### src/flash_sp_regs.svh
`ifndef FLASH_SP_REGS_SVH
`define FLASH_SP_REGS_SVH

`define CTRL_OFS      8'h00
`define PTR_OFS       8'h04
`define DATA_OFS      8'h08
`define INSTR_OFS     8'h0c
`define RDBK_OFS      8'h10
`define STATUS_OFS    8'h14

`define CTRL_IE       7
`define CTRL_BUSY     6
`define CTRL_REEN     4
`define CTRL_LOCK     3
`define CTRL_WR       2
`define CTRL_ER       1
`define CTRL_EN       0
`define INSTR_STORE   0
`define INSTR_LOAD    1

`define PAGE_HI       13
`define PAGE_LO       7
`define WORD_HI       6
`define WORD_LO       1
`define NO_READ_WHILE_WRITE_AREA_PAGE     7'h70

`define STORE_WIN     3'h4
`define LOAD_WIN      3'h3
`define PROG_MIN_US   3700
`define PROG_MAX_US   4500
`define CLK_MHZ       25
`define LOCK_RESET    6'h3f
`define ERASED_WORD   16'hffff

`define PTR_LOW_FUSE  16'h0000
`define PTR_LOCK      16'h0001
`define PTR_EXT_FUSE  16'h0002
`define PTR_HIGH_FUSE 16'h0003

`endif

### src/flash_sp_pkg.sv
package flash_sp_pkg;
	typedef enum logic [1:0] {
		OP_IDLE  = 2'b00,
		OP_ERASE = 2'b01,
		OP_WRITE = 2'b10,
		OP_LOCK  = 2'b11
	} op_e;
	typedef logic [15:0] word_t;
endpackage

### src/flash_sp.sv
`timescale 1ns/1ps
`include "flash_sp_regs.svh"
module flash_sp
	import flash_sp_pkg::*;
#(
	parameter int PROG_CYCLES = `PROG_MIN_US * `CLK_MHZ,
	parameter int WORDS       = 64
) (
	input  wire logic        pclk,
	input  wire logic        presetn,
	input  wire logic        psel,
	input  wire logic        penable,
	input  wire logic        pwrite,
	input  wire logic [7:0]  paddr,
	input  wire logic [31:0] pwdata,
	output logic      [31:0] prdata,
	output logic             pready,
	output logic             pslverr,
	input  wire logic        sys_reset_n,
	input  wire logic        eeprom_write_busy_flag,
	input  wire logic [7:0]  low_fuse_byte,
	input  wire logic [7:0]  high_fuse_byte,
	input  wire logic [7:0]  extended_fuse_byte,
	input  wire logic [5:0]  buf_rd_addr,
	output word_t            buf_rd_data,
	output logic             flash_erase,
	output logic             flash_program,
	output logic [6:0]       flash_page,
	output logic             rww_block,
	output logic             cpu_halt,
	output logic             spm_irq
);

	// control register fields
	logic        irq_enable;
	logic        read_section_reenable_bit;
	logic        lock_set_bit;
	logic        page_write_bit;
	logic        page_erase_bit;
	logic        command_enable_bit;
	logic        read_section_busy_flag;
	word_t       pointer;
	word_t       data_register_pair;
	logic [7:0]  readback;
	logic [5:0]  lock_bits;
	logic [2:0]  store_win;
	logic [2:0]  load_win;
	logic [31:0] op_count;
	op_e         op;
	word_t       buf_mem [WORDS];
	logic [WORDS-1:0] buf_valid;

	logic wr_acc;
	logic rd_setup;
	logic ctrl_wr;
	logic store_go;
	logic load_go;
	logic op_done;
	logic [3:0] cmd;

	function automatic logic [6:0] page_of(input word_t z);
		page_of = z[`PAGE_HI:`PAGE_LO];
	endfunction

	function automatic logic [5:0] word_of(input word_t z);
		word_of = z[`WORD_HI:`WORD_LO];
	endfunction

	// writes take effect at the access edge; reads are prepared in setup
	assign wr_acc   = psel & penable & pwrite;
	assign rd_setup = psel & ~penable & ~pwrite;
	// eeprom busy blocks control register writes, all but the interrupt enable bit
	assign ctrl_wr  = wr_acc & (paddr == `CTRL_OFS) & ~eeprom_write_busy_flag
		& (op == OP_IDLE);
	assign store_go = wr_acc & (paddr == `INSTR_OFS) & pwdata[`INSTR_STORE]
		& command_enable_bit & (store_win != 3'h0) & (op == OP_IDLE)
		& ~eeprom_write_busy_flag;
	assign load_go  = wr_acc & (paddr == `INSTR_OFS) & pwdata[`INSTR_LOAD]
		& command_enable_bit & lock_set_bit & (load_win != 3'h0)
		& (op == OP_IDLE) & ~eeprom_write_busy_flag;
	assign cmd      = {read_section_reenable_bit, lock_set_bit, page_write_bit,
		page_erase_bit};
	assign op_done  = (op != OP_IDLE) && (op_count == 32'd1);

	// apb answer: zero wait states, pready only in the access phase
	always_ff @(posedge pclk or negedge presetn) begin
		if (!presetn) begin
			pready  <= 1'b0;
			pslverr <= 1'b0;
		end else begin
			pready  <= psel & ~penable;
			pslverr <= psel & ~penable & ~(paddr inside {`CTRL_OFS, `PTR_OFS,
				`DATA_OFS, `INSTR_OFS, `RDBK_OFS, `STATUS_OFS});
		end
	end

	// read data mux, captured in setup so it is steady for the access edge
	always_ff @(posedge pclk or negedge presetn) begin
		if (!presetn) begin
			prdata <= 32'h0;
		end else if (rd_setup) begin
			unique case (paddr)
				`CTRL_OFS:   prdata <= {24'h0, irq_enable, read_section_busy_flag,
					1'b0, read_section_reenable_bit, lock_set_bit,
					page_write_bit, page_erase_bit, command_enable_bit};
				`PTR_OFS:    prdata <= {16'h0, pointer};
				`DATA_OFS:   prdata <= {16'h0, data_register_pair};
				`RDBK_OFS:   prdata <= {24'h0, readback};
				`STATUS_OFS: prdata <= {18'h0, lock_bits, 5'h0, cpu_halt,
					(op != OP_IDLE), eeprom_write_busy_flag};
				default:     prdata <= 32'h0;
			endcase
		end
	end

	// pointer and data pair; only the pointer's page field is latched, into flash_page, at start of an op
	always_ff @(posedge pclk or negedge presetn) begin
		if (!presetn) begin
			pointer            <= 16'h0;
			data_register_pair <= 16'h0;
		end else begin
			if (wr_acc && paddr == `PTR_OFS)
				pointer <= pwdata[15:0];
			if (wr_acc && paddr == `DATA_OFS)
				data_register_pair <= pwdata[15:0];
		end
	end

	// control bits; system reset clears them but never an operation in flight
	always_ff @(posedge pclk or negedge presetn) begin
		if (!presetn) begin
			irq_enable                <= 1'b0;
			read_section_reenable_bit <= 1'b0;
			lock_set_bit              <= 1'b0;
			page_write_bit            <= 1'b0;
			page_erase_bit            <= 1'b0;
			command_enable_bit        <= 1'b0;
		end else if (!sys_reset_n && op == OP_IDLE) begin
			irq_enable                <= 1'b0;
			read_section_reenable_bit <= 1'b0;
			lock_set_bit              <= 1'b0;
			page_write_bit            <= 1'b0;
			page_erase_bit            <= 1'b0;
			command_enable_bit        <= 1'b0;
		end else if (op_done || load_go || (op == OP_IDLE && !store_go && !ctrl_wr
			&& command_enable_bit && store_win == 3'h1)) begin
			read_section_reenable_bit <= 1'b0;
			lock_set_bit              <= 1'b0;
			page_write_bit            <= 1'b0;
			page_erase_bit            <= 1'b0;
			command_enable_bit        <= 1'b0;
		end else if (store_go && op == OP_IDLE && !(cmd inside {4'h1, 4'h2, 4'h4})) begin
			read_section_reenable_bit <= 1'b0; // loads and reenable end at once
			lock_set_bit              <= 1'b0;
			page_write_bit            <= 1'b0;
			page_erase_bit            <= 1'b0;
			command_enable_bit        <= 1'b0;
		end else if (ctrl_wr) begin
			irq_enable                <= pwdata[`CTRL_IE];
			read_section_reenable_bit <= pwdata[`CTRL_REEN];
			lock_set_bit              <= pwdata[`CTRL_LOCK];
			page_write_bit            <= pwdata[`CTRL_WR];
			page_erase_bit            <= pwdata[`CTRL_ER];
			command_enable_bit        <= pwdata[`CTRL_EN];
		end else if (wr_acc && paddr == `CTRL_OFS) begin
			irq_enable <= pwdata[`CTRL_IE]; // interrupt enable stays writable
		end
	end

	// instruction windows opened by setting the enable bit
	always_ff @(posedge pclk or negedge presetn) begin
		if (!presetn) begin
			store_win <= 3'h0;
			load_win  <= 3'h0;
		end else if (ctrl_wr && pwdata[`CTRL_EN]) begin
			store_win <= `STORE_WIN;
			load_win  <= `LOAD_WIN;
		end else if (store_go || load_go) begin
			store_win <= 3'h0;
			load_win  <= 3'h0;
		end else begin
			if (store_win != 3'h0)
				store_win <= store_win - 3'h1;
			if (load_win != 3'h0)
				load_win <= load_win - 3'h1;
		end
	end

	// operation timer; only the power-on reset stops it
	always_ff @(posedge pclk or negedge presetn) begin
		if (!presetn) begin
			op         <= OP_IDLE;
			op_count   <= 32'h0;
			flash_page <= 7'h0;
		end else if (op_done) begin
			op       <= OP_IDLE;
			op_count <= 32'h0;
		end else if (op != OP_IDLE) begin
			op_count <= op_count - 32'd1;
		end else if (store_go) begin
			op_count   <= 32'(PROG_CYCLES);
			flash_page <= page_of(pointer);
			unique case (cmd)
				4'h1:    op <= OP_ERASE;
				4'h2:    op <= OP_WRITE;
				4'h4:    op <= OP_LOCK;
				default: op <= OP_IDLE;
			endcase
		end
	end

	// flash strobes, blocking and halting, all registered
	always_ff @(posedge pclk or negedge presetn) begin
		if (!presetn) begin
			flash_erase   <= 1'b0;
			flash_program <= 1'b0;
			rww_block     <= 1'b0;
			cpu_halt      <= 1'b0;
		end else if (op_done) begin
			flash_erase   <= 1'b0;
			flash_program <= 1'b0;
			rww_block     <= 1'b0;
			cpu_halt      <= 1'b0;
		end else if (store_go && (cmd == 4'h1 || cmd == 4'h2)) begin
			flash_erase   <= cmd == 4'h1;
			flash_program <= cmd == 4'h2;
			rww_block     <= 1'b1;
			cpu_halt      <= page_of(pointer) >= `NO_READ_WHILE_WRITE_AREA_PAGE;
		end else if (store_go && cmd == 4'h4) begin
			rww_block <= 1'b0;
		end
	end

	// busy flag: set with any erase/write, cleared only by reenable command
	always_ff @(posedge pclk or negedge presetn) begin
		if (!presetn) begin
			read_section_busy_flag <= 1'b0;
		end else if (store_go && (cmd == 4'h1 || cmd == 4'h2)) begin
			read_section_busy_flag <= 1'b1;
		end else if (store_go && cmd == 4'h8) begin
			read_section_busy_flag <= 1'b0;
		end
	end

	// lock bits live here; zeros in data program them, never unprogram
	always_ff @(posedge pclk or negedge presetn) begin
		if (!presetn) begin
			lock_bits <= `LOCK_RESET;
		end else if (store_go && cmd == 4'h4) begin
			lock_bits <= lock_bits & data_register_pair[5:0];
		end
	end

	// fuse and lock readback; values already follow zero-means-programmed
	always_ff @(posedge pclk or negedge presetn) begin
		if (!presetn) begin
			readback <= 8'h0;
		end else if (load_go) begin
			unique case (pointer)
				`PTR_LOW_FUSE:  readback <= low_fuse_byte;
				`PTR_LOCK:      readback <= {2'b11, lock_bits};
				`PTR_EXT_FUSE:  readback <= extended_fuse_byte;
				`PTR_HIGH_FUSE: readback <= high_fuse_byte;
				default:        readback <= 8'hff;
			endcase
		end
	end

	// temporary buffer valid bits; storage itself needs no reset
	always_ff @(posedge pclk or negedge presetn) begin
		if (!presetn) begin
			buf_valid <= '0;
		end else if (!sys_reset_n || (op == OP_WRITE && op_done)) begin
			buf_valid <= '0;
		end else if (store_go && cmd == 4'h8) begin
			buf_valid <= '0;
		end else if (eeprom_write_busy_flag && op == OP_IDLE) begin
			buf_valid <= '0;
		end else if (store_go && cmd == 4'h0) begin
			buf_valid[word_of(pointer)] <= 1'b1;
		end
	end

	// one word per load at any word address; reloading simply overwrites
	always_ff @(posedge pclk) begin
		if (store_go && cmd == 4'h0)
			buf_mem[word_of(pointer)] <= data_register_pair;
	end

	// flash-side buffer read; unloaded words read as erased
	always_ff @(posedge pclk or negedge presetn) begin
		if (!presetn)
			buf_rd_data <= `ERASED_WORD;
		else
			buf_rd_data <= buf_valid[buf_rd_addr] ? buf_mem[buf_rd_addr] : `ERASED_WORD;
	end

	// level interrupt while enable bit is clear
	always_ff @(posedge pclk or negedge presetn) begin
		if (!presetn)
			spm_irq <= 1'b0;
		else
			spm_irq <= irq_enable & ~command_enable_bit;
	end

	// checks
	logic [31:0] op_age;
	always_ff @(posedge pclk or negedge presetn) begin
		if (!presetn)
			op_age <= 32'h0;
		else if (op == OP_IDLE)
			op_age <= 32'h0;
		else
			op_age <= op_age + 32'd1;
	end

	irq_level_a: assert property (@(posedge pclk) disable iff (!presetn)
		##1 spm_irq == $past(irq_enable & ~command_enable_bit))
		else $error("interrupt level does not follow enable bit");
	enable_held_a: assert property (@(posedge pclk) disable iff (!presetn)
		(op != OP_IDLE) |-> command_enable_bit)
		else $error("enable bit dropped during operation");
	op_length_a: assert property (@(posedge pclk) disable iff (!presetn)
		op_done |-> op_age == 32'(PROG_CYCLES - 1))
		else $error("operation length wrong");
	busy_block_a: assert property (@(posedge pclk) disable iff (!presetn)
		(store_go && cmd == 4'h1) |=> rww_block && read_section_busy_flag && flash_erase)
		else $error("erase did not block read area");
	lock_free_a: assert property (@(posedge pclk) disable iff (!presetn)
		(op == OP_LOCK) |-> !rww_block && !cpu_halt)
		else $error("lock programming blocked flash");
	window_close_a: assert property (@(posedge pclk) disable iff (!presetn)
		(store_win == 3'h0 && op == OP_IDLE && $past(store_win) == 3'h0
			&& $past(op) == OP_IDLE && !$past(ctrl_wr)) |-> !command_enable_bit)
		else $error("enable bit survived expired window");
	eeprom_refuse_a: assert property (@(posedge pclk) disable iff (!presetn)
		eeprom_write_busy_flag |-> !store_go && !load_go && !ctrl_wr)
		else $error("command taken during eeprom write");
	write_clear_a: assert property (@(posedge pclk) disable iff (!presetn)
		(op == OP_WRITE && op_done) |=> buf_valid == '0)
		else $error("buffer kept after page write");
	reenable_a: assert property (@(posedge pclk) disable iff (!presetn)
		(store_go && cmd == 4'h8) |=> !read_section_busy_flag && buf_valid == '0)
		else $error("reenable did not clear busy flag");
	halt_page_a: assert property (@(posedge pclk) disable iff (!presetn)
		(store_go && cmd == 4'h2) |=> cpu_halt == ($past(pointer[`PAGE_HI:`PAGE_LO]) >= `NO_READ_WHILE_WRITE_AREA_PAGE))
		else $error("halt does not match target page");

	// bus answer and latched fields; these catch a broken mux or latch, not just wiring
	apb_ready_a: assert property (@(posedge pclk) disable iff (!presetn)
		(psel && !penable) |=> pready)
		else $error("no ready in access phase");
	apb_single_a: assert property (@(posedge pclk) disable iff (!presetn)
		pready |-> $past(psel && !penable))
		else $error("ready outside access phase");
	page_latch_a: assert property (@(posedge pclk) disable iff (!presetn)
		(store_go && (cmd == 4'h1 || cmd == 4'h2))
			|=> flash_page == $past(pointer[`PAGE_HI:`PAGE_LO]))
		else $error("page select not latched");
	lock_keep_a: assert property (@(posedge pclk) disable iff (!presetn)
		(lock_bits & ~$past(lock_bits)) == 6'h0)
		else $error("lock bit unprogrammed");
	lock_prog_a: assert property (@(posedge pclk) disable iff (!presetn)
		(store_go && cmd == 4'h4)
			|=> lock_bits == ($past(lock_bits) & $past(data_register_pair[5:0])))
		else $error("lock bits not programmed from data");
	fuse_high_a: assert property (@(posedge pclk) disable iff (!presetn)
		(load_go && pointer == `PTR_HIGH_FUSE) |=> readback == $past(high_fuse_byte))
		else $error("high fuse byte not returned");
	reset_keep_a: assert property (@(posedge pclk) disable iff (!presetn)
		(!sys_reset_n && op != OP_IDLE && !op_done) |=> op != OP_IDLE)
		else $error("system reset aborted operation");
	eeprom_clear_a: assert property (@(posedge pclk) disable iff (!presetn)
		(eeprom_write_busy_flag && op == OP_IDLE) |=> buf_valid == '0)
		else $error("buffer kept during eeprom write");
	buf_load_a: assert property (@(posedge pclk) disable iff (!presetn)
		(store_go && cmd == 4'h0 && sys_reset_n)
			|=> buf_valid[$past(pointer[`WORD_HI:`WORD_LO])]
			&& buf_mem[$past(pointer[`WORD_HI:`WORD_LO])] == $past(data_register_pair))
		else $error("buffer word not loaded");

endmodule // flash_sp

### config.mk
export PLATFORM = sky130hd
export DESIGN_NAME = flash_sp
export DESIGN_NICKNAME = d
export VERILOG_FILES = /design/src/flash_sp_pkg.sv /design/src/flash_sp.sv
export VERILOG_INCLUDE_DIRS = /design/src
export SDC_FILE = /design/constraint.sdc
export NUM_CORES = 1
export LEC_CHECK = 0
export BUFFER_PORTS_ARGS = -buffer_cell sky130_fd_sc_hd__clkbuf_2
export CORE_MARGIN = 2
export CORE_UTILIZATION = 30
export DETAILED_ROUTE_END_ITERATION = 16
export PLACE_DENSITY = 0.55
export SETUP_SLACK_MARGIN = 0.15
export SYNTH_ARGS = -nofsm -noshare
export SYNTH_HDL_FRONTEND = slang
export SYNTH_SLANG_ARGS = --single-unit
### constraint.sdc
create_clock -name pclk -period 5.5 [get_ports pclk]
set_input_delay 0 -clock pclk [delete_from_list [all_inputs] [get_ports pclk]]
set_output_delay 0 -clock pclk [all_outputs]
set_load 0.005 [all_outputs]
==> flow_summary.yaml <==
floorplan:
  fp.dieArea_mm2: 0.163
  placeableCoreArea_mm2: 0.159
  die-width_um: 404
  start_util_pct: 30.3
  rows: 146
  floorplan.die.height_um: 404
  top_level_ports: 139
cts:
  htree_num_levels: 3
  clockBufferDepth: 3
  clkLatencyLatePin_ns: 0.74
  clockRootBuffer: "sky130_fd_sc_hd__clkbuf_16"
  clock_tree_from_tritoncts: "done"
  cts.reportedPaths.clkPinSlew_ns: 0.06
  number_of_buffers_created_by_cts: 117
  cts_setup_buffers: 0
  clkSinkCount: 1227
global_route:
  grt_pass1_vias: 25400
  gr-total-overflow: 0
  maximum_number_of_pins_on_one_net_before_global_route_repair: 124
  grt_pass1_wl_mm: 184
  grt_util_all_layers_pct: 15.4
  grt_antenna_before_repair: 5
cells_and_area:
  final_nets: 2863
  area_delta_synth_final_pct: 16.6
  drive_gt1_share_pct: 27.5
  utilization_pct: 35.3
synthesis:
  synthDominantAreaCellType: "sky130_fd_sc_hd__edfxtp_1"
  ys_ff_latch: 1227
  synth_area_per_cell_um2: 19.0
  yosysUniqueCellTypes: 63
  async_flop_share_pct: 16.5
  dominantRegCellSynth: "sky130_fd_sc_hd__edfxtp_1"
  yosysWarningCount: 0
  synthTopCellsByArea: "sky130_fd_sc_hd__edfxtp_1, sky130_fd_sc_hd__mux4_2, sky130_fd_sc_hd__dfrtp_1"
  yosysSeqAreaShare_pct: 74.6
  most_frequent_cell_after_synthesis: "sky130_fd_sc_hd__edfxtp_1"
  synth_edf_count: 1024
  synth_top_cells_by_count: "sky130_fd_sc_hd__edfxtp_1, sky130_fd_sc_hd__mux4_2, sky130_fd_sc_hd__dfrtp_1, sky130_fd_sc_hd__a22oi_1, sky130_fd_sc_hd__nor2_1"
  synthCells: 2534
  yosys.area.top_type_share_pct: 64.0
  post_synth_instance_area_mm2: 0.0481
routing:
  dr.max_layer_used: "met5"
  detailroute.wirelength.met2_mm: 60.4
  m1WireLength_mm: 55.7
  drt-total-wl_mm: 127
  drt-wirelength-per-cell_um: 25.6
  ant_nets: 0
  detailroute.via_count: 25400
  vias_per_cell: 5.13
  drt_first_pass_iters: 8
  met3RoutedLength_mm: 8.39
  drt_iter0_markers: 2646
  drc: 0
min_path:
  hold_path_startpoint: "buf_rd_addr[5]"
  worst_hold_path_type: "in2reg"
  hold_depth: 6
  hold_path_end: "buf_rd_data[7]"
sta:
  setup_repair_after_global_routing_missed_its_margin: "no"
  timing_worst_slew_pin_value_ns: 1.23
  finalHoldViolCount: 0
  min_period_over_period_pct: 66.9
  max_clock_freq_mhz: 272
  maxSlewViolCount: 0
  timing.setup.tns_ns: 0
  timing.final.setup_violations: 0
  final_period_minus_worst_setup_slack_ns: 3.68
  final.setup_skew_ns: 0.0569
  slew_headroom_pct: 18.2
place:
  placement.io_buffers: 106
  detailed_place_hpwl_mm: 76.0
  place_congestion: 0.796
setup_path:
  r2r.worst_path.cells: 7
  timing.critical_path.slowest_stage_cell: "sky130_fd_sc_hd__dlygate4sd3_1"
  path_cells: "nor4_1 -> nand4_1 -> a221oi_1 -> dlygate4sd3_1 -> o21ai_0 -> dlygate4sd3_1 -> mux2_2"
  timing.critical_path.arrival_ns: 4.26
  crit_path_start_kind: "flip-flop"
  critical-path-top-cell-by-count: "sky130_fd_sc_hd__dlygate4sd3_1"
  crit_start: "pointer[13]"
  r2r_slack_ns: 1.82
  worst-setup-path-type: "reg2reg"
  r2r_end: "readback[7]"
  reg2reg_from: "pointer[13]"
  cp_max_fo: 8
  cp-end-kind: "flip-flop"
  critical_path_required_ns: 6.07
  worst_path_largest_cell_delay_ns: 0.60
pwr:
  max-vdd-ir-drop_v: 0.000268
  p_leak_nw: 20.0
  power-per-cell-area_mw_per_mm2: 334
run_status:
  run_status: "completed"
flow_run:
  drv_cap: 0
per-layer routing:
| layer | vias up | track usage, % |
|---|---|---|
| li1 | 10900 | - |
| met5 | - | 0 |
| met3 | 154 | 2.94 |
| met1 | 13600 | 21.9 |
| met2 | 798 | 24.6 |
| met4 | 2 | 3.39 |
cell families (layout without fill, tap and decap cells):
| logic type | Yosys count | after routing | share of synthesized area (%) |
|---|---|---|---|
| buffers and inverters | 175 | 506 | 1.54 |
| other | 1 | 20 | 0.00780 |
| xor gates and xnor gates | 5 | 5 | 0.0911 |
| AOI/OAI and AO/OA | 428 | 428 | 6.08 |
| DFF | 1227 | 1227 | 74.6 |
| adders and majority gates | 7 | 7 | 0.182 |
| muxes | 317 | 317 | 13.7 |
| and+or+nand+nor | 374 | 374 | 3.76 |
power by group:
| part | internal (mW) | switching (mW) |
|---|---|---|
| registers | 10.0 | 0.0400 |
| clock network | 4.38 | 3.50 |
| logic | 0.315 | 0.470 |
| total | 14.7 | 4.01 |
cells in the final DEF, fill, tap and decap left out, drive strengths merged, types with 23 or more instances in the layout:
cell type    count
edfxtp        1024
mux4           271
clkbuf         265
dfrtp          181
a22oi          133
nor2           116
buf            107
nand2          103
a21oi          100
o21a            72
dlygate4sd3     61
clkinv          43
o21ai           40
mux2            35
nor4            34
nand3           23
how the worst max path moves through the flow:
stage,endpoint,slack (ns),cells past startpoint
2_1_floorplan,buf_mem[47][10],2.87,7
3_3_place_gp,buf_mem[54][0],1.98,8
3_5_place_dp,buf_mem[46][5],1.94,8
4_1_cts,buf_mem[46][5],1.86,9
5_1_grt,buf_mem[46][3],1.67,9
6_report,readback[7],1.82,7
sequential cells by signal, indices dropped and copies added (netlist names), 2 cells and up:
| signal | flops |
|---|---|
| buf_mem | 1024 |
| buf_valid | 64 |
| op_count | 32 |
| buf_rd_data | 16 |
| data_register_pair | 16 |
| pointer | 16 |
| prdata | 16 |
| readback | 8 |
| flash_page | 7 |
| lock_bits | 6 |
| load_win | 3 |
| store_win | 3 |
| op | 2 |
timing repair:
action	CTS	global route
hold buffers	62	0
resized for setup	0	0
endpoints found under the hold margin	245	0
stage by stage:
step	hold slack (ns)	power, mW	std cells	setup WS (ns)	cell area [µm²]
2_1_floorplan	-0.296	10.7	2549	2.87	48100
3_3_place_gp	0.0355	11.0	4670	1.98	51700
3_5_place_dp	0.0290	11.0	4670	1.94	51700
4_1_cts	0.0693	18.9	4952	1.86	56000
5_1_grt	0.118	19.3	4952	1.67	56000
6_report	0.135	18.7	4956	1.82	56100
worst max-delay path, delay by kind of cell, from the launching register on:
| kind | cells | cell delay [ns] |
|---|---|---|
| AOI/OAI and AO/OA | 2 | 0.48 |
| buffers and inverters | 2 | 1.18 |
| DFF | 1 | 0.50 |
| muxes | 1 | 0.26 |
| and+or+nand+nor | 2 | 1.12 |
layout make-up:
type / count / area (µm²)
repair buffers: 271 / 2080
multi-input cells: 1147 / 11700
flip-flops and latches: 1227 / 35900
diodes: 4 / 10.0
inverters: 15 / 56.3
clock inverters: 58 / 527
fillers: 14800 / 103000
clock buffers: 162 / 3220
well taps: 2072 / 2590
No activity file was read; power rests on OpenSTA's default activity.
